`src/logic/rss_pkg.sv`:
```
// Package: constants and types for the receiver sample stream interface
package rss_pkg;
	localparam int          SEG_LEN      = 16;
	localparam int          LANES        = 4;
	localparam logic [3:0]  SEG_LAST     = 4'hf;
	localparam logic [13:0] FRAC_FULL    = 14'h1000;
	localparam int          FRAC_W       = 12;
	localparam int          CFG_W        = 32;
	localparam int          CFG_AW       = 4;
	localparam int          CFG_DW       = 28;
	localparam logic [3:0]  CA_CONF3     = 4'h2;
	localparam logic [3:0]  CA_STRM      = 4'h6;
	localparam logic [3:0]  CA_CLK       = 4'h7;
	localparam logic [27:0] CONF3_RST    = 28'heafe1dc;
	localparam logic [27:0] STRM_RST     = 28'h8000000;
	localparam logic [27:0] CLK_RST      = 28'h10061b2;
	localparam int          CLK_L_LSB    = 16;
	localparam int          CLK_M_LSB    = 4;
	localparam int          LANE_LSB     = 4;
	localparam int          STRM_EN_BIT  = 27;
	localparam int          FRM_W        = 12;
	localparam logic [7:0]  A_CTRL       = 8'h00;
	localparam logic [7:0]  A_STRM       = 8'h04;
	localparam logic [7:0]  A_CLK        = 8'h08;
	localparam logic [7:0]  A_CONF3      = 8'h0c;
	localparam logic [7:0]  A_STAT       = 8'h10;
	localparam logic [31:0] CTRL_RST     = 32'h00400002;
	localparam int          DIV_W        = 8;
	localparam int          CTRL_PER_LSB = 8;
	localparam int          PER_W        = 15;
	localparam logic [7:0]  SER_DIV_MIN  = 8'h02;
	localparam logic [14:0] MARK_MIN     = 15'h0080;
	localparam logic [14:0] MARK_MAX     = 15'h4000;
	localparam int          ST_OVR_BIT   = 4;
	localparam int          PRE_ST_W     = 3;

	typedef struct packed {
		logic        psel;
		logic        penable;
		logic        pwrite;
		logic [7:0]  paddr;
		logic [31:0] pwdata;
	} rss_apb_req_t;

	typedef struct packed {
		logic [31:0] prdata;
		logic        pready;
		logic        pslverr;
	} rss_apb_rsp_t;

	typedef struct packed {
		logic [LANES-1:0][SEG_LEN-1:0] lane;
	} rss_slice_t;

	typedef struct packed {
		logic data;
		logic slice_start;
		logic sclk;
	} rss_stream_t;

	typedef enum logic [1:0] {
		LANE_B0  = 2'h0,
		LANE_B01 = 2'h1,
		LANE_B02 = 2'h2,
		LANE_ALL = 2'h3
	} rss_lane_t;

	typedef enum logic [1:0] {
		S_IDLE  = 2'b01,
		S_SHIFT = 2'b10
	} rss_state_t;
endpackage : rss_pkg

```
`src/logic/rss_buf2.sv`:
```
// Two-entry slice buffer with valid/ready on both sides
`timescale 1ns/10ps
module rss_buf2 (
	// Clock and reset
	input  wire logic                clk_i,
	input  wire logic                rst_i,
	// Fill side
	input  wire logic                in_valid_i,
	output logic                     in_ready_o,
	input  wire rss_pkg::rss_slice_t in_data_i,
	// Drain side
	output logic                     out_valid_o,
	input  wire logic                out_ready_i,
	output rss_pkg::rss_slice_t      out_data_o,
	output logic [1:0]               level_o
);
	import rss_pkg::*;

	rss_slice_t mem_q [2];
	rss_slice_t mem_d [2];
	logic       wp_q, wp_d, rp_q, rp_d;
	logic [1:0] cnt_q, cnt_d;
	logic       push, pop;

	assign in_ready_o  = (cnt_q != 2'h2);
	assign out_valid_o = (cnt_q != 2'h0);
	assign out_data_o  = mem_q[rp_q];
	assign level_o     = cnt_q;

	always_comb begin
		push  = in_valid_i && in_ready_o;
		pop   = out_valid_o && out_ready_i;
		mem_d = mem_q;
		wp_d  = wp_q;
		rp_d  = rp_q;
		cnt_d = cnt_q;
		if (push) begin
			mem_d[wp_q] = in_data_i;
			wp_d        = ~wp_q;
		end
		if (pop) begin
			rp_d = ~rp_q;
		end
		if (push && !pop) begin
			cnt_d = cnt_q + 2'h1;
		end else if (pop && !push) begin
			cnt_d = cnt_q - 2'h1;
		end
	end

	always_ff @(posedge clk_i or posedge rst_i) begin
		if (rst_i) begin
			mem_q[0] <= '0;
			mem_q[1] <= '0;
			wp_q     <= 1'b0;
			rp_q     <= 1'b0;
			cnt_q    <= 2'h0;
		end else begin
			mem_q <= mem_d;
			wp_q  <= wp_d;
			rp_q  <= rp_d;
			cnt_q <= cnt_d;
		end
	end
endmodule : rss_buf2

```
`src/logic/rss_top.sv`:
```
// Sample stream interface: clock divider, capture, serializer, config port
//
// The register offsets and the APB slave port were decided locally.
`timescale 1ns/10ps
//
// Behaviour
// - Fractional divider alternates neighbouring integer ratios
// - Ratio is L over 4096 minus M plus L
// - Four sample bits, I on 0-1, Q 2-3
// - Sign/magnitude: I sign, I mag, Q sign, Q mag
// - Serialize 16-bit segments, lanes 0,1,2,3
// - Lane select: b0, b0+b1, b0+b2, all
// - Two lanes alternate 16 bits each, once per slice
// - Serial rate at least lanes times converter; the code does not enforce this, a slower rate only sets overrun
// - Four 16-bit holding registers on converter clock
// - Every 16 converter periods holding moves to shifters; if the previous slice still waits, the code drops the new slice and sets overrun
// - Zeros follow valid data until next slice
// - Marker flags start of each slice
// - Periodic time marker, 128 to 16384 cycles
// - Preset pin high ignores config, picks state
// - Power-on reset loads default register values
// - 32-bit word, MSB first, while select low
// - Code 0110 frames, code 0111 divider counts
module rss_top (
	// Clock and reset
	input  wire logic                  REF_CLK_I,
	input  wire logic                  RST_I,
	// Register bus
	input  wire rss_pkg::rss_apb_req_t APB_REQ_I,
	output rss_pkg::rss_apb_rsp_t      APB_RSP_O,
	// Converter
	input  wire logic [3:0]            SAMPLE_I,
	output logic                       CONV_CLK_O,
	// Configuration pins
	input  wire logic                  CFG_SCLK_I,
	input  wire logic                  CFG_DATA_I,
	input  wire logic                  CFG_CS_N_I,
	input  wire logic                  PRESET_SELECT_PIN_I,
	output logic [2:0]                 PRESET_STATE_O,
	// Stream
	output rss_pkg::rss_stream_t       STREAM_O,
	output logic                       TIME_MARK_O
);
	import rss_pkg::*;

	////////////////////////////////////////////////////////////////////////
	// Pin synchronisers and shared decode
	logic [7:0]       sy1_q, sy2_q;
	logic             data_s, sclk_s, cs_s, pre;
	logic             sclk_p_q, cs_p_q, sclk_rise, cs_rise;
	logic             apb_setup, apb_wr;
	logic [27:0]      strm_q, strm_d, clkr_q, clkr_d, conf3_q, conf3_d;
	logic [31:0]      ctrl_q, ctrl_d;
	logic [31:0]      cfg_sh_q, cfg_sh_d;
	logic [2:0]       pst_q;
	logic             strm_wr, clk_wr, ovr_clr;
	logic [11:0]      l_cnt, m_cnt;
	logic [13:0]      den, sum, acc_q, acc_d;
	logic [14:0]      per;
	logic [7:0]       div;

	assign data_s    = sy2_q[5];
	assign sclk_s    = sy2_q[4];
	assign cs_s      = sy2_q[6];
	assign pre       = sy2_q[7];
	assign sclk_rise = sclk_s && !sclk_p_q;
	assign cs_rise   = cs_s && !cs_p_q;
	assign apb_setup = APB_REQ_I.psel && !APB_REQ_I.penable;
	assign apb_wr    = APB_REQ_I.psel && APB_REQ_I.penable && APB_REQ_I.pwrite;
	assign l_cnt     = clkr_q[CLK_L_LSB +: FRAC_W];
	assign m_cnt     = clkr_q[CLK_M_LSB +: FRAC_W];
	assign den       = FRAC_FULL - {2'h0, m_cnt} + {2'h0, l_cnt};
	assign sum       = acc_q + {2'h0, l_cnt};
	assign per       = (ctrl_q[CTRL_PER_LSB +: PER_W] < MARK_MIN) ? MARK_MIN :
	                   (ctrl_q[CTRL_PER_LSB +: PER_W] > MARK_MAX) ? MARK_MAX :
	                   ctrl_q[CTRL_PER_LSB +: PER_W];
	assign div       = (ctrl_q[DIV_W-1:0] < SER_DIV_MIN) ? SER_DIV_MIN : ctrl_q[DIV_W-1:0];

	////////////////////////////////////////////////////////////////////////
	// Divider, capture and time marker
	logic             conv_q, conv_d, mark_q, mark_d, pv_q, pv_d, ovr_q, ovr_d;
	logic [3:0]       scnt_q, scnt_d;
	logic [14:0]      mcnt_q, mcnt_d;
	logic [LANES-1:0][SEG_LEN-1:0] hold_q, hold_d, hold_sh;
	rss_slice_t       pend_q, pend_d, buf_od;
	logic             buf_in_rdy, buf_ov, load;
	logic [1:0]       buf_lvl;

	// lane i takes sample bit i
	// 0 I sign, 1 I mag, 2 Q sign, 3 Q mag
	for (genvar g = 0; g < LANES; g++) begin : g_lane
		assign hold_sh[g] = {hold_q[g][SEG_LEN-2:0], sy2_q[g]};
	end

	always_comb begin
		acc_d  = acc_q;
		conv_d = 1'b0;
		hold_d = hold_q;
		scnt_d = scnt_q;
		pend_d = pend_q;
		pv_d   = pv_q;
		ovr_d  = ovr_q && !ovr_clr;
		mcnt_d = mcnt_q;
		mark_d = 1'b0;
		// accumulate lead count, emit on overflow
		if (clk_wr) begin
			acc_d = 14'h0;
		end else if (sum >= den) begin
			acc_d  = sum - den;
			conv_d = 1'b1;
		end else begin
			acc_d = sum;
		end
		if (pv_q && buf_in_rdy) begin
			pv_d = 1'b0;
		end
		if (conv_q) begin
			hold_d = hold_sh;
			scnt_d = scnt_q + 4'h1;
			if (scnt_q == SEG_LAST) begin
				if (pv_d) begin
					ovr_d = 1'b1;
				end else begin
					pend_d.lane = hold_sh;
					pv_d        = 1'b1;
				end
			end
			if (mcnt_q >= per - 15'h1) begin
				mcnt_d = 15'h0;
				mark_d = 1'b1;
			end else begin
				mcnt_d = mcnt_q + 15'h1;
			end
		end
	end

	always_ff @(posedge REF_CLK_I or posedge RST_I) begin
		if (RST_I) begin
			sy1_q  <= 8'h40;
			sy2_q  <= 8'h40;
			acc_q  <= 14'h0;
			conv_q <= 1'b0;
			hold_q <= '0;
			scnt_q <= 4'h0;
			pend_q <= '0;
			pv_q   <= 1'b0;
			ovr_q  <= 1'b0;
			mcnt_q <= 15'h0;
			mark_q <= 1'b0;
		end else begin
			sy1_q  <= {PRESET_SELECT_PIN_I, CFG_CS_N_I, CFG_DATA_I, CFG_SCLK_I, SAMPLE_I};
			sy2_q  <= sy1_q;
			acc_q  <= acc_d;
			conv_q <= conv_d;
			hold_q <= hold_d;
			scnt_q <= scnt_d;
			pend_q <= pend_d;
			pv_q   <= pv_d;
			ovr_q  <= ovr_d;
			mcnt_q <= mcnt_d;
			mark_q <= mark_d;
		end
	end

	rss_buf2 u_buf (
		.clk_i       (REF_CLK_I),
		.rst_i       (RST_I),
		.in_valid_i  (pv_q),
		.in_ready_o  (buf_in_rdy),
		.in_data_i   (pend_q),
		.out_valid_o (buf_ov),
		.out_ready_i (load),
		.out_data_o  (buf_od),
		.level_o     (buf_lvl)
	);

	////////////////////////////////////////////////////////////////////////
	// Three-wire port and register writes
	logic [3:0]       cfg_a;
	logic [27:0]      cfg_dat;

	assign cfg_a   = cfg_sh_q[CFG_AW-1:0];
	assign cfg_dat = cfg_sh_q[CFG_W-1:CFG_AW];

	always_comb begin
		cfg_sh_d = cfg_sh_q;
		strm_d   = strm_q;
		clkr_d   = clkr_q;
		conf3_d  = conf3_q;
		ctrl_d   = ctrl_q;
		strm_wr  = 1'b0;
		clk_wr   = 1'b0;
		ovr_clr  = 1'b0;
		if (sclk_rise && !cs_s) begin
			cfg_sh_d = {cfg_sh_q[CFG_W-2:0], data_s};
		end
		if (apb_wr) begin
			if (APB_REQ_I.paddr == A_CTRL) begin
				ctrl_d = APB_REQ_I.pwdata;
			end else if (APB_REQ_I.paddr == A_STAT) begin
				ovr_clr = APB_REQ_I.pwdata[ST_OVR_BIT];
			end else if (!pre && APB_REQ_I.paddr == A_STRM) begin
				strm_d  = APB_REQ_I.pwdata[CFG_DW-1:0];
				strm_wr = 1'b1;
			end else if (!pre && APB_REQ_I.paddr == A_CLK) begin
				clkr_d = APB_REQ_I.pwdata[CFG_DW-1:0];
				clk_wr = 1'b1;
			end else if (!pre && APB_REQ_I.paddr == A_CONF3) begin
				conf3_d = APB_REQ_I.pwdata[CFG_DW-1:0];
			end
		end
		if (cs_rise && !pre) begin
			if (cfg_a == CA_STRM) begin
				strm_d  = cfg_dat;
				strm_wr = 1'b1;
			end else if (cfg_a == CA_CLK) begin
				clkr_d = cfg_dat;
				clk_wr = 1'b1;
			end else if (cfg_a == CA_CONF3) begin
				conf3_d = cfg_dat;
			end
		end
	end

	always_ff @(posedge REF_CLK_I or posedge RST_I) begin
		if (RST_I) begin
			sclk_p_q <= 1'b0;
			cs_p_q   <= 1'b1;
			cfg_sh_q <= 32'h0;
			strm_q   <= STRM_RST;
			clkr_q   <= CLK_RST;
			conf3_q  <= CONF3_RST;
			ctrl_q   <= CTRL_RST;
			pst_q    <= 3'h0;
		end else begin
			sclk_p_q <= sclk_s;
			cs_p_q   <= cs_s;
			cfg_sh_q <= cfg_sh_d;
			strm_q   <= strm_d;
			clkr_q   <= clkr_d;
			conf3_q  <= conf3_d;
			ctrl_q   <= ctrl_d;
			pst_q    <= {sclk_s, data_s, cs_s};
		end
	end

	////////////////////////////////////////////////////////////////////////
	// Serializer
	rss_state_t       st_q, st_d;
	rss_lane_t        lsel, sel_q, sel_d;
	rss_slice_t       slice_q, slice_d;
	logic [1:0]       cur_q, cur_d, nxt;
	logic [3:0]       bc_q, bc_d;
	logic [7:0]       sdiv_q, sdiv_d;
	logic [11:0]      sent_q, sent_d, frm_lim;
	logic             ser_en_q, ser_en_d, d_q, d_d, ss_q, ss_d, sck_q, run, last;

	assign frm_lim = strm_q[FRM_W-1:0];
	assign run     = strm_q[STRM_EN_BIT] && (frm_lim == 12'h0 || sent_q < frm_lim);
	assign lsel    = pre ? ((pst_q < 3'h2) ? LANE_B0 : LANE_B01) :
	                 rss_lane_t'(conf3_q[LANE_LSB +: 2]);
	assign nxt     = (sel_q == LANE_B02) ? 2'h2 : cur_q + 2'h1;
	assign last    = (sel_q == LANE_B0) || (sel_q != LANE_ALL && cur_q != 2'h0) || (cur_q == 2'h3);

	always_comb begin
		sdiv_d   = (sdiv_q >= div - 8'h1) ? 8'h0 : sdiv_q + 8'h1;
		ser_en_d = (sdiv_q >= div - 8'h1);
		st_d     = st_q;
		sel_d    = sel_q;
		slice_d  = slice_q;
		cur_d    = cur_q;
		bc_d     = bc_q;
		d_d      = d_q;
		ss_d     = 1'b0;
		sent_d   = strm_wr ? 12'h0 : sent_q;
		load     = 1'b0;
		if (ser_en_q) begin
			case (st_q)
				S_IDLE: begin
					d_d = 1'b0;
					if (buf_ov && run) begin
						load    = 1'b1;
						slice_d = buf_od;
						sel_d   = lsel;
						cur_d   = 2'h0;
						bc_d    = SEG_LAST;
						d_d     = buf_od.lane[0][SEG_LAST];
						ss_d    = 1'b1;
						st_d    = S_SHIFT;
						sent_d  = strm_wr ? 12'h0 : sent_q + 12'h1;
					end
				end
				S_SHIFT: begin
					if (bc_q != 4'h0) begin
						bc_d = bc_q - 4'h1;
						d_d  = slice_q.lane[cur_q][bc_q - 4'h1];
					end else if (!last) begin
						cur_d = nxt;
						bc_d  = SEG_LAST;
						d_d   = slice_q.lane[nxt][SEG_LAST];
						ss_d  = 1'b1;
					end else begin
						d_d  = 1'b0;
						st_d = S_IDLE;
					end
				end
				default: begin
					st_d = S_IDLE;
				end
			endcase
		end
	end

	always_ff @(posedge REF_CLK_I or posedge RST_I) begin
		if (RST_I) begin
			st_q     <= S_IDLE;
			sel_q    <= LANE_B0;
			slice_q  <= '0;
			cur_q    <= 2'h0;
			bc_q     <= 4'h0;
			sdiv_q   <= 8'h0;
			ser_en_q <= 1'b0;
			sent_q   <= 12'h0;
			d_q      <= 1'b0;
			ss_q     <= 1'b0;
			sck_q    <= 1'b0;
		end else begin
			st_q     <= st_d;
			sel_q    <= sel_d;
			slice_q  <= slice_d;
			cur_q    <= cur_d;
			bc_q     <= bc_d;
			sdiv_q   <= sdiv_d;
			ser_en_q <= ser_en_d;
			sent_q   <= sent_d;
			d_q      <= d_d;
			ss_q     <= ss_d;
			sck_q    <= ser_en_q;
		end
	end

	assign STREAM_O.data        = d_q;
	assign STREAM_O.slice_start = ss_q;
	assign STREAM_O.sclk        = sck_q;
	assign TIME_MARK_O          = mark_q;
	assign CONV_CLK_O           = conv_q;
	assign PRESET_STATE_O       = pst_q;

	////////////////////////////////////////////////////////////////////////
	// Register bus read side
	logic [31:0] rdata_q, rdata_d;
	logic        hit;

	always_comb begin
		rdata_d = rdata_q;
		hit     = 1'b1;
		if (APB_REQ_I.paddr == A_CTRL) begin
			if (apb_setup) rdata_d = ctrl_q;
		end else if (APB_REQ_I.paddr == A_STRM) begin
			if (apb_setup) rdata_d = {4'h0, strm_q};
		end else if (APB_REQ_I.paddr == A_CLK) begin
			if (apb_setup) rdata_d = {4'h0, clkr_q};
		end else if (APB_REQ_I.paddr == A_CONF3) begin
			if (apb_setup) rdata_d = {4'h0, conf3_q};
		end else if (APB_REQ_I.paddr == A_STAT) begin
			if (apb_setup) rdata_d = {22'h0, buf_lvl, cur_q, 1'b0, ovr_q, pre, pst_q};
		end else begin
			hit = 1'b0;
			if (apb_setup) rdata_d = 32'h0;
		end
	end

	always_ff @(posedge REF_CLK_I or posedge RST_I) begin
		if (RST_I) begin
			rdata_q <= 32'h0;
		end else begin
			rdata_q <= rdata_d;
		end
	end

	assign APB_RSP_O.prdata  = rdata_q;
	assign APB_RSP_O.pready  = 1'b1;
	assign APB_RSP_O.pslverr = APB_REQ_I.psel && APB_REQ_I.penable && !hit;
endmodule : rss_top

```
`config.mk`:
```
export PLATFORM = sky130hd
export DESIGN_NAME = rss_top
export DESIGN_NICKNAME = d
export VERILOG_FILES = /design/src/logic/rss_pkg.sv /design/src/logic/rss_buf2.sv /design/src/logic/rss_top.sv
export SDC_FILE = /design/constraint.sdc
export NUM_CORES = 1
export LEC_CHECK = 0
export BUFFER_PORTS_ARGS = -buffer_cell sky130_fd_sc_hd__clkbuf_2
export CORE_MARGIN = 4
export CORE_UTILIZATION = 30
export DETAILED_ROUTE_END_ITERATION = 8
export PLACE_DENSITY = 0.42
export SYNTH_ARGS = -nofsm -noshare
export SYNTH_HDL_FRONTEND = slang
export SYNTH_HIERARCHICAL = 1
export SYNTH_SLANG_ARGS = --single-unit
```
`constraint.sdc`:
```
create_clock -name REF_CLK_I -period 15.9 [get_ports REF_CLK_I]
set_input_delay 1.59 -clock REF_CLK_I [delete_from_list [all_inputs] [get_ports REF_CLK_I]]
set_output_delay 1.59 -clock REF_CLK_I [all_outputs]
set_load 0.02 [all_outputs]
```
==> results, run 1 <==
- The gate count after technology mapping is 2290.
- The clock period could shrink to 5.10 ns.
- The worst supply voltage drop on vdd is 0.238 mV.
- The floorplan step set the die width to 318 um.
- The number of hold violations in the final report is 0.
- The pin count of the biggest net entering global routing is 160.
- The element type at the critical path start is a flop.
- The detailed-route DRC error count is 0.
- The count of buffers added on input and output ports is 93.
- The core area is 0.0952 mm^2.
- The number of setup buffers added after CTS is 0.
- The number of detailed-route iterations in the first pass is 5.
- The global-route congestion overflow total is 0.
- In the final design database the tool counted 2502 nets.
- The clock tree skew after final layout is 0.0293 ns.
- After routing the design area is 0.0329 mm^2.
- Setup violations remaining at the end of the flow were counted as 0.
- The worst hold path belongs to the class reg -> reg.
- STA puts the critical path data arrival time at 5.53 ns.
- Setup repair after global routing left no endpoint under its margin.
- The combined buffer and inverter count along the critical path is 1.
- The final layout contains routed wiring with a total length of 73200 um.
- The clock root buffer is sky130_fd_sc_hd__clkbuf_16.
- The critical path in this run is classified as reg -> reg.
- In the synthesized netlist the async set-or-reset flop fraction comes to 1.00.
- Broken down by cell family, the worst path's largest delay share belongs to compound AO/OA/AOI/OAI gates.
- The signal on the critical path passes through inv_1, ha_1, a21o_1, a21o_1, a2111oi_0, nor2_1, a21oi_1, xor2_1, ha_1, a21o_1, a21o_1, a21o_1, a211o_1, a21o_1, nor2_1, o21ai_0.
- Including well taps, the total number of placed cells is 3553.
- In the global route stage, overall resource usage came out at 0.145.
- The total placed instance area is 0.0304 mm^2.
- The number of rows created at floorplan is 113.
- Counting every net in the synthesized netlist gives 2429.
- Across the run, the number of max-cap violations was 0.
- In this run the tightest slew margin relative to its limit is 0.229.
- The kind of end point of the critical path is a flop.
- On the critical path, the stage with the largest delay is an instance of sky130_fd_sc_hd__nor2_1.
- The number of clock sinks is 591.
- The run finished with clean final reports.
- The synthesized flop and latch total is 591.
- By instance count, the cell type seen most on the critical path is sky130_fd_sc_hd__a21o_1.
- The proportion of layout cells with a drive suffix above 1 is 0.319.
- During synthesis, Yosys emitted a total of 6 warnings.
- The routability congestion estimate is 0.832.
- The analysis attributes to cell leakage a power of 15.1 nW.
- The number of buffers on the longest clock path is 3.
- The most used flip-flop cell after synthesis is sky130_fd_sc_hd__dfrtp_1.
- Dividing the detail-routed via count by the number of cells gives 4.86.
- The final critical-path share of the clock period is 0.321.
- The H-tree was split into 3 levels.
- The growth of design area from synthesis to finish is 14.2%.
- The setup TNS is 0 ns.
- The pin slew with the least headroom to its limit is 1.16 ns.
- The number of hold buffers added after CTS was 0.
- The upper clock frequency limit is 196 MHz.
- The die outline height is 318 um.
- Data on the critical path is required at its endpoint by 16.33 ns.
- The count of nets left with antenna violations once routing finished came out at 0.
- The combined area of all synthesized cells is 0.0288 mm^2.
- The sequential share of the synthesized area is 0.514.
- The starting utilization of the core area is 0.303.
- The number of global-route vias before repair is 19101.
- In this design, the stage delay of the slowest critical-path cell is 0.85 ns.
- Across the whole layout, storage elements account for 0.0148 mm^2.
- The number of enable flip-flop cells after synthesis is 0.
- The average detailed-routed wire length per instance is 19.8 um.
- In the final layout, the multi-input gates occupy 0.0131 mm^2.
- The half-perimeter wire length after detailed placement is 47000 um.
- The floorplan step defined a die boundary enclosing 0.101 mm^2.
- Each instance of the synthesized netlist takes up on average 12.6 um^2.
- The number of slew-limit violations in the final report is 0.
- The biggest fanout along the worst timing path is 12.
- For the worst-skew pair, the clock arrives at the later sink with an insertion delay of 0.61 ns.
- The initial antenna violation count is 3.
- The final cell count without fillers is 3688.
- TritonCTS built the clock tree.
- The I/O pin count is 95.
- In this run the power density over the cells is 214 mW/mm^2.
- Yosys mapped the design onto 74 distinct sky130hd cell types.
- The count of routing violations after the opening detailed-route iteration is 776.
- The power after layout is 7.06 mW.
- The global-route wire length before repair is 117000 um.
- The clock-pin slew on the worst setup and hold paths is 0.06 ns.
- In this run, CTS created clock tree buffers numbering 73.
- The routed layout has 17921 vias.
- The number of inserted filler cells in the final layout is 9332.
- The post-cts repair resize count is 0.
==> cell usage in the layout (no fill, tap or decap), drive strengths merged, types with 23 or more instances in the layout <==
master,instances
nand2,187
mux2i,94
a21oi,57
xor2,30
buf,28
clkbuf,199
nor2,65
o21ai,167
mux4,46
dfstp,33
ha,83
nand3,44
mux2,448
dfrtp,558
inv,65
nor3,23
xnor2,36
==> power by group <==
group          switching, mW  internal (mW)  total [mW]
Sequential             0.401           2.05        2.45
Combinational           1.48           1.40        2.88
Clock                  0.673           1.05        1.73
Total                   2.55           4.51        7.06
==> cell families (layout without fill, tap and decap cells) <==
logic type / count (synthesis) / in the layout / synth area share
buf+inv: 185 / 315 / 0.0332
xor+xnor: 66 / 66 / 0.0200
flops: 591 / 591 / 0.514
fa+ha+maj: 86 / 86 / 0.0381
mux: 588 / 588 / 0.253
other cells: 1 / 4 / 0.000130
compound gates: 337 / 337 / 0.0694
simple gates: 436 / 436 / 0.0722
==> Yosys cell counts (all sizes together), types with 4 or more instances <==
| cell type | count | area, um^2 |
|---|---|---|
| nand3b | 4 | 30.0 |
| a21o | 22 | 165 |
| o21a | 10 | 75.1 |
| dfrtp | 558 | 14000 |
| and2 | 10 | 62.6 |
| nand2 | 187 | 702 |
| a22oi | 10 | 75.1 |
| nor3 | 23 | 120 |
| mux4 | 46 | 1040 |
| nand4 | 22 | 138 |
| a31oi | 5 | 31.3 |
| o31ai | 15 | 113 |
| xnor2 | 36 | 315 |
| o21ai | 167 | 840 |
| o211ai | 8 | 60.1 |
| mux2i | 94 | 941 |
| a211oi | 10 | 80.1 |
| nor2 | 65 | 251 |
| mux2 | 448 | 5310 |
| or4 | 10 | 82.6 |
| nor2b | 14 | 87.6 |
| nand2b | 14 | 95.1 |
| dfstp | 33 | 867 |
| and3 | 11 | 73.8 |
| or3 | 12 | 75.1 |
| o22ai | 7 | 43.8 |
| nor4 | 10 | 62.6 |
| ha | 83 | 1040 |
| clkbuf | 60 | 225 |
| inv | 62 | 233 |
| a21oi | 57 | 285 |
| nand3 | 44 | 220 |
| nor3b | 4 | 30.0 |
| xor2 | 30 | 263 |
| buf | 63 | 500 |
==> worst paths after layout <==
path	startpoint	endpoint	slack, ns	cells after the start
worst max register to register	clkr_q[5]	acc_q[11]	10.80	16
worst max-delay path	clkr_q[5]	acc_q[11]	10.80	16
min in group asynchronous	RST_I	u_buf/mem_q[48]	1.14	2
worst min-delay path	sy1_q[3]	sy2_q[3]	0.35	0
worst min register to register	sy1_q[3]	sy2_q[3]	0.35	0
max in group asynchronous	RST_I	ctrl_q[0]	11.98	5
==> stage by stage <==
stage	hold slack (ns)	util	setup slack, ns
global route	0.358	0.346	10.49
global placement	0.336	0.320	10.82
CTS	0.348	0.346	10.82
floorplan	0.331	-	1.57
finish	0.347	0.346	10.80
detailed placement	0.335	0.320	10.88
==> registers in the layout, summed over array words and instances, names as in the netlist, 2 cells and up <==
| register | count |
|---|---|
| sy1_q | 8 |
| strm_q | 28 |
| cfg_sh_q | 32 |
| pend_q | 64 |
| conf3_q | 28 |
| scnt_q | 4 |
| ctrl_q | 32 |
| sy2_q | 8 |
| hold_q | 60 |
| acc_q | 14 |
| sel_q | 2 |
| cur_q | 2 |
| bc_q | 4 |
| clkr_q | 28 |
| u_buf/mem_q | 128 |
| sdiv_q | 8 |
| slice_q | 64 |
| rdata_q | 32 |
| st_q | 2 |
| sent_q | 12 |
| mcnt_q | 15 |
| u_buf/level_o | 2 |
| PRESET_STATE_O | 3 |
==> final cells by class <==
class	instances	area share
sequential	591	0.450
multi-input combinational	1514	0.397
clock buffer	106	0.0648
tap	1265	0.0480
timing repair buffer	121	0.0209
clock inverter	26	0.0111
inverter	62	0.00744
antenna	3	0.000228
==> worst reg2reg max path: cells and delay by family, from the launching register on <==
family | cells | cell delay (ns)
xor gates and xnor gates | 1 | 0.23
adders and majority gates | 2 | 0.60
AOI/OAI and AO/OA | 10 | 2.51
buffers and inverters | 1 | 0.07
and+or+nand+nor | 2 | 0.97
DFF | 1 | 0.54
==> metal layers <==
| metal | routed length (um) | up-vias | GRT usage |
|---|---|---|---|
| met5 | 0 | - | 0 |
| met3 | 2400 | 91 | 0.0219 |
| li1 | - | 8389 | - |
| met4 | 1630 | 0 | 0.0406 |
| met2 | 33700 | 252 | 0.232 |
| met1 | 35400 | 9189 | 0.205 |
No activity file was read; power rests on OpenSTA's default activity.
==> run 2, diff against run 1 <==
--- a/config.mk
+++ b/config.mk
@@ -9,7 +9,7 @@
 export CORE_MARGIN = 4
 export CORE_UTILIZATION = 30
 export DETAILED_ROUTE_END_ITERATION = 8
-export PLACE_DENSITY = 0.42
+export PLACE_DENSITY = 0.44
 export SYNTH_ARGS = -nofsm -noshare
 export SYNTH_HDL_FRONTEND = slang
 export SYNTH_HIERARCHICAL = 1
==> constraint.sdc (replaced) <==
create_clock -name REF_CLK_I -period 4.2 [get_ports REF_CLK_I]
set_input_delay 0.42 -clock REF_CLK_I [delete_from_list [all_inputs] [get_ports REF_CLK_I]]
set_output_delay 0.42 -clock REF_CLK_I [all_outputs]
set_load 0.02 [all_outputs]
==> run 2 against run 1 <==
Via count is 2.5% higher. Critical endpoint is now acc_q[2]. Combinational power grew to 4.2 times the previous value. Fmax up 23%. Global-route usage rose by 0.24 points. Critical path type unchanged. Clock power grew to 3.7 times the previous value. Critical path depth up 2. Final cell count increased by 1.1%. Non-clock buffer count up 43. Clock skew decreased by 0.0070 ns. Die area stayed put. Count of clock-buffer cells in the layout down 7.
==> results, run 2 (synthesized netlist as in run 1, its figures left out) <==
- The half-perimeter wire length after detailed placement is 48900 um (+4.0%).
- The number of flip-flops under the largest register name is 128 (unchanged).
- The worst slew margin relative to its limit is 0.218 (-0.0110).
- The biggest fanout along the worst timing path is 6 (-6).
- The leakage power figure is 15.3 nW (+1.7%).
- The final critical-path share of the clock period is 0.990 (+0.669).
- The total placed instance area is 0.0308 mm^2 (+1.0%).
- In this run the worst hold path is classified as in -> reg.
- The worst setup path is captured at a flop.
- The count of input and output buffers was 93 (unchanged).
- The data required time at the worst endpoint is 4.72 ns (-11.61 ns).
- The final period demand of the worst path is 4.16 ns (-0.942 ns).
- The share of the core filled with cells in the final layout is 0.351 (+0.00519).
- The final routed wirelength across all metal layers was 74900 um (+2.4%).
- The count of routing violations after the opening detailed-route iteration is 894 (+15%).
- The proportion of layout cells with a drive suffix above 1 is 0.337 (+0.0188).
- The run finished with clean final reports.
- The critical path goes through ha_1, inv_1, fa_2, a21o_1, a21oi_2, nor2b_1, o21a_1, o41ai_2, buf_4, xor2_1, ha_1, a21o_1, a21o_1, a211o_1, a21o_1, nor2_2, buf_6, mux2i_1.
- The clock tree skew after final layout was 0.0223 ns (-0.00699 ns).
- The initial antenna violation count came to 4 (+1).
- The overall track demand over capacity in global routing is 0.147 (+0.00241).
- The register with the most flip-flops is u_buf/mem_q.
- The layout net count was 2545 (+1.7%).
- The I/O pin count came to 95 (unchanged).
- The clock-pin slew on the worst setup and hold paths is 0.06 ns (about the same).
- The met1 capacity usage during global routing is 0.206 (+0.00106).
- From synthesis to final layout, the design area changed by 16.0%.
- The number of detailed-route iterations in the first pass is 7 (+2).
- The number of clock sinks came to 591 (unchanged).
- The starting utilization of the core area came to 0.303 (unchanged).
- The number of inserted filler cells in the final layout is 9274 (-0.62%).
- The vias per cell is 4.93 (+1.4%).
- The number of H-tree levels is 3 (unchanged).
- TritonCTS built the clock tree.
- The slowest library cell on the worst path is sky130_fd_sc_hd__dfstp_2.
- The most heavily used metal layer in global routing is met2.
- The critical path data arrival time came to 4.68 ns (-0.85 ns).
- The delay of the slowest cell on the worst path is 0.56 ns (-0.29 ns).
- The register area is 0.0148 mm^2 (unchanged).
- The number of slew-limit violations in the final report was 0 (unchanged).
- The largest registers in the layout are u_buf/mem_q (128), pend_q (64), slice_q (64).
- The average detailed-routed wire length per instance is 20.1 um (+1.3%).
- The number of buffers on the longest clock path was 3 (unchanged).
- The total of endpoints with negative setup slack in the final report is 0 (unchanged).
- The number of hold violations in the final report came to 0 (unchanged).
- The global-route congestion overflow total is 0 (unchanged).
- The detailed-route DRC error count was 0 (unchanged).
- Clock tree synthesis selected as its root buffer the cell sky130_fd_sc_hd__clkbuf_16.
- The pin count of the biggest net entering global routing is 114 (-29%).
- The slack of the worst reg-to-reg path is 0.04 ns (-10.76 ns).
- The number of rows created at floorplan is 113 (unchanged).
- The routability congestion estimate is 0.811 (-2.4%).
- The area enclosed by the die boundary was 0.101 mm^2 (unchanged).
- The most common cell after layout, fill and taps aside is sky130_fd_sc_hd__dfrtp_1.
- The via count is 18374 (+2.5%).
- The final standard cell area without fillers came to 0.0334 mm^2 (+1.5%).
- The core area is 0.0952 mm^2 (unchanged).
- The met3 track demand over resource in global routing came to 0.0265 (+0.00458).
- The upper clock frequency limit is 241 MHz (+23%).
- Setup repair after global routing could not meet its margin everywhere.
- The worst setup path is of the reg -> reg kind.
- The remaining number of nets flagged by the antenna check after routing is 0 (unchanged).
- The global-route wire length before repair was 119000 um (+1.9%).
- The total power divided by cell area came to 828 mW/mm^2 (+290%).
- The die outline height is 318 um (unchanged).
- By instance count, the cell type seen most on the critical path is sky130_fd_sc_hd__a21o_1.
- The number of global-route vias before repair is 19758 (+3.4%).
- The worst hold slack was 0.0490 ns (-0.298 ns).
- The clock buffer count from CTS is 72 (-1.4%).
- The pin slew with the least headroom to its limit is 1.17 ns (+0.0141 ns).
- STA classifies the critical path startpoint as a flop.
- The count of maximum capacitance violations is 0 (unchanged).
- The clock latency at the later pin of the worst-skew pair was 0.61 ns (about the same).
- The die boundary width came to 318 um (unchanged).
- Leaving out fill and tap cells, the most frequent cells in the layout are 556 x sky130_fd_sc_hd__dfrtp_1, 360 x sky130_fd_sc_hd__mux2_2, 185 x sky130_fd_sc_hd__nand2_1.
- The worst supply voltage drop on vdd is 0.958 mV (+300%).
- The met2 track demand over resource in global routing is 0.236 (+0.00405).
- The area of the multi-input gates came to 0.0132 mm^2 (+0.81%).
## run 2: changes by cell type in the layout (fill, tap and decap cells not counted), sizes merged, moves of 3 or more
cell         before  now
buf              28   62
clkinv           11   21
dlygate4sd3       0    9
clkbuf          199  192
clkinvlp          5    2
## run 2: report_power, final
group / switching (mW) / internal [mW]
registers: 1.52 / 7.76
logic: 6.14 / 5.91
clock network: 2.55 / 3.82
total: 10.2 / 17.5
## run 2: timing repair
action | CTS | global route
gates resized for setup | 4 | 21
pin swaps | 0 | 13
hold buffers | 9 | 0
setup buffers | 0 | 5
endpoints found under the setup margin | 20 | 30
hold endpoints to repair | 67 | 0
cloned | 0 | 2
## run 2: final cells by class
cell class,count,share of cell area
diodes,2,0.000150
inverters,62,0.00722
well taps,1265,0.0473
multi-input cells,1515,0.394
clock inverters,32,0.0114
flip-flops and latches,591,0.444
clock buffers,99,0.0614
repair buffers,164,0.0344
## run 2: path summary, 6_finish.rpt
| check | start | to | cells after the start |
|---|---|---|---|
| worst min-delay path | APB_REQ_I[30] | ctrl_q[30] | 2 |
| worst min register to register | sy1_q[5] | sy2_q[5] | 0 |
| worst max register to register | clkr_q[4] | acc_q[2] | 18 |
| min in group asynchronous | RST_I | u_buf/mem_q[2] | 3 |
| worst max-delay path | clkr_q[4] | acc_q[2] | 18 |
| max in group asynchronous | RST_I | CONV_CLK_O | 4 |
## run 2: layer usage
layer  part of all wire  routed length (um)
met5            0.00017                  13
met1               0.48               35800
met2               0.46               34400
met3              0.041                3090
met4              0.022                1630
## run 2: critical path, delay by kind of cell (launching register included)
kind	cells	cell delay, ns
AO/OA/AOI/OAI	8	1.75
adder cells (fa/ha/maj)	3	0.78
flip-flops	1	0.56
buffers and inverters	3	0.40
AND/OR/NAND/NOR	2	0.22
multiplexers	1	0.21
XOR/XNOR	1	0.16
## run 2: through the flow
| step | cells | setup TNS, ns | setup WS [ns] | total power [mW] |
|---|---|---|---|---|
| 6_report | 3730 | 0 | 0.0431 | 27.7 |
| 5_1_grt | 3728 | -1.57 | -0.155 | 29.7 |
| 4_1_cts | 3721 | 0 | 0.0412 | 27.4 |
| 2_1_floorplan | 2290 | -1046.82 | -2.40 | 17.6 |
| 3_3_place_gp | 3581 | -0.0501 | -0.0501 | 20.5 |
| 3_5_place_dp | 3581 | -0.846 | -0.135 | 20.8 |
==> run 3, diff against run 2 <==
--- a/config.mk
+++ b/config.mk
@@ -10,6 +10,7 @@
 export CORE_UTILIZATION = 30
 export DETAILED_ROUTE_END_ITERATION = 8
 export PLACE_DENSITY = 0.44
+export SETUP_SLACK_MARGIN = 0.4
 export SYNTH_ARGS = -nofsm -noshare
 export SYNTH_HDL_FRONTEND = slang
 export SYNTH_HIERARCHICAL = 1
==> run 3 against run 2 <==
Combinational power rose by 7%. Flip-flop and latch count is the same. Die area unchanged. Count of clock-buffer cells in the layout increased by 7. Critical endpoint is now acc_q[13].
==> results, run 3 (synthesized netlist as in run 1, its figures left out) <==
- In the layout the commonest cells are 556 x sky130_fd_sc_hd__dfrtp_1, 360 x sky130_fd_sc_hd__mux2_2, 182 x sky130_fd_sc_hd__nand2_1.
- The number of clock sinks is 591 (unchanged).
- The delay of the slowest cell on the worst path is 0.56 ns (about the same).
- The area enclosed by the die boundary is 0.101 mm^2 (unchanged).
- The cell total after placement is 3573 (-0.22%).
- The initial antenna violation count is 5 (+1).
- The half-perimeter wire length after detailed placement is 48200 um (-1.4%).
- The clock latency at the later pin of the worst-skew pair is 0.64 ns (+0.03 ns).
- The clock-pin slew on the worst setup and hold paths came to 0.06 ns (about the same).
- The worst setup path is launched from a flop.
- Setup repair after global routing could not meet its margin everywhere.
- The worst supply voltage drop on vdd is 0.958 mV (about the same).
- The remaining number of nets flagged by the antenna check after routing is 0 (unchanged).
- The signal on the critical path passes through ha_4, inv_2, fa_2, a21o_1, a21oi_2, nor2b_1, o21a_1, o41ai_4, o211ai_1, xnor2_1, ha_2, o21ai_2, nand2_1, and2_4, a21o_1, a31o_2, or3_4, a21oi_2.
- The number of flip-flops under the largest register name is 128 (unchanged).
- The count of maximum capacitance violations is 0 (unchanged).
- The data required time at the worst endpoint is 4.73 ns (about the same).
- The die outline height is 318 um (unchanged).
- The final cell count without fillers is 3745 (+0.40%).
- The growth of design area from synthesis to finish is 17.4%.
- The overall track demand over capacity in global routing is 0.146 (-0.00153).
- The layout net count is 2560 (+0.59%).
- The leakage power figure came to 15.4 nW (+0.65%).
- The library cell used most frequently in the layout, excluding fill and tap cells, is sky130_fd_sc_hd__dfrtp_1.
- The number of inserted filler cells in the final layout was 9264 (-0.11%).
- The final critical-path share of the clock period is 0.946 (-0.0437).
- The core area is 0.0952 mm^2 (unchanged).
- The worst hold slack is 0.0859 ns (+0.0368 ns).
- The starting utilization of the core area was 0.303 (unchanged).
- The register with the most flip-flops is u_buf/mem_q.
- The number of rows created at floorplan was 113 (unchanged).
- The global-route congestion overflow total was 0 (unchanged).
- The proportion of layout cells with a drive suffix above 1 is 0.350 (+0.0125).
- The final routed wirelength across all metal layers is 73300 um (-2.1%).
- The slowest stage of the critical path belongs to the cell sky130_fd_sc_hd__dfstp_2.
- The clock buffer count from CTS is 73 (+1.4%).
- The average detailed-routed wire length per instance is 19.6 um (-2.5%).
- The type of the worst min-delay path is in -> reg.
- The I/O pin count is 95 (unchanged).
- The total power divided by cell area is 842 mW/mm^2 (+1.6%).
- The routability congestion estimate was 0.823 (+1.4%).
- The final period demand of the worst path is 3.97 ns (-0.183 ns).
- The global-route wire length before repair is 118000 um (-0.78%).
- The run finished with clean final reports.
- The number of slew-limit violations in the final report is 0 (unchanged).
- The pin count of the biggest net entering global routing is 133 (+17%).
- The worst setup path is captured at a flop.
- The detailed-route DRC error count was 0 (unchanged).
- The count of input and output buffers came to 93 (unchanged).
- The critical path data arrival time is 4.50 ns (-0.18 ns).
- The number of hold violations in the final report was 0 (unchanged).
- The die boundary width is 318 um (unchanged).
- The setup TNS came to 0 ns (unchanged).
- The vias per cell came to 4.90 (-0.55%).
- The number of global-route vias before repair was 19735 (-0.12%).
- The clock tree skew after final layout was 0.0297 ns (+0.00734 ns).
- The total placed instance area came to 0.0308 mm^2 (about the same).
- The final standard cell area without fillers was 0.0338 mm^2 (+1.2%).
- The via count is 18346 (-0.15%).
- The largest registers in the layout are u_buf/mem_q (128), pend_q (64), slice_q (64).
- The total of endpoints with negative setup slack in the final report is 0 (unchanged).
- The number of H-tree levels is 3 (unchanged).
- The pin slew with the least headroom to its limit is 1.34 ns (+0.169 ns).
- The biggest fanout along the worst timing path is 3 (-3).
- TritonCTS built the clock tree.
- The worst slew margin relative to its limit was 0.105 (-0.113).
- The worst setup path is of the reg -> reg kind.
- The number of buffers on the longest clock path was 3 (unchanged).
- The count of routing violations after the opening detailed-route iteration came to 892 (-0.22%).
- The upper clock frequency limit came to 252 MHz (+4.6%).
- The number of detailed-route iterations in the first pass is 5 (-2).
- The tree is rooted in a sky130_fd_sc_hd__clkbuf_16.
## run 3: layout make-up
| type | instances | area [um^2] | share of cell area |
|---|---|---|---|
| sequential | 591 | 14800 | 0.438 |
| multi-input combinational | 1516 | 13400 | 0.396 |
| clock buffer | 106 | 2090 | 0.0618 |
| tap | 1265 | 1580 | 0.0468 |
| timing repair buffer | 177 | 1320 | 0.0389 |
| clock inverter | 26 | 355 | 0.0105 |
| inverter | 62 | 240 | 0.00710 |
| antenna | 2 | 5.00 | 0.000148 |
## run 3: layer usage
| layer | routed length, um | GRT usage |
|---|---|---|
| met3 | 3030 | 0.0277 |
| met2 | 33800 | 0.233 |
| met1 | 34600 | 0.201 |
| met4 | 1910 | 0.0470 |
| met5 | 27 | 0 |
## run 3: worst paths after layout
path	endpoint	cells past startpoint	start	slack, ns
worst min-delay path	ctrl_q[27]	2	APB_REQ_I[27]	0.09
worst max register to register	acc_q[13]	18	clkr_q[4]	0.23
max in group asynchronous	ctrl_q[1]	5	RST_I	2.54
min in group asynchronous	slice_q[7]	3	RST_I	0.53
worst max-delay path	acc_q[13]	18	clkr_q[4]	0.23
worst min register to register	sy2_q[6]	0	sy1_q[6]	0.36
## run 3: report_power, final
group	switching [mW]	internal [mW]
Combinational	6.34	6.48
Sequential	1.52	7.77
Clock	2.58	3.81
## run 3: worst max-delay path, delay by kind of cell, from the launching register on
family | cells | cell delay, ns
AO/OA/AOI/OAI | 9 | 1.67
XOR/XNOR | 1 | 0.20
adder cells (fa/ha/maj) | 3 | 0.78
buffers and inverters | 1 | 0.04
flip-flops | 1 | 0.56
AND/OR/NAND/NOR | 4 | 0.61
## run 3: what timing repair did
action	4_1_cts	5_1_grt
gates resized for setup	38	32
cloned	3	0
setup buffers	15	7
endpoints found under the setup margin	31	38
pin swaps	32	40
endpoints found under the hold margin	38	0
hold buffers	13	0
## run 3: through the flow
step,worst slack (ns),utilization,power (mW)
floorplan,-2.40,-,17.8
global placement,-0.0528,0.323,20.4
detailed placement,-0.166,0.323,20.6
CTS,0.184,0.354,28.3
global route,0.0204,0.356,30.6
finish,0.226,0.356,28.5
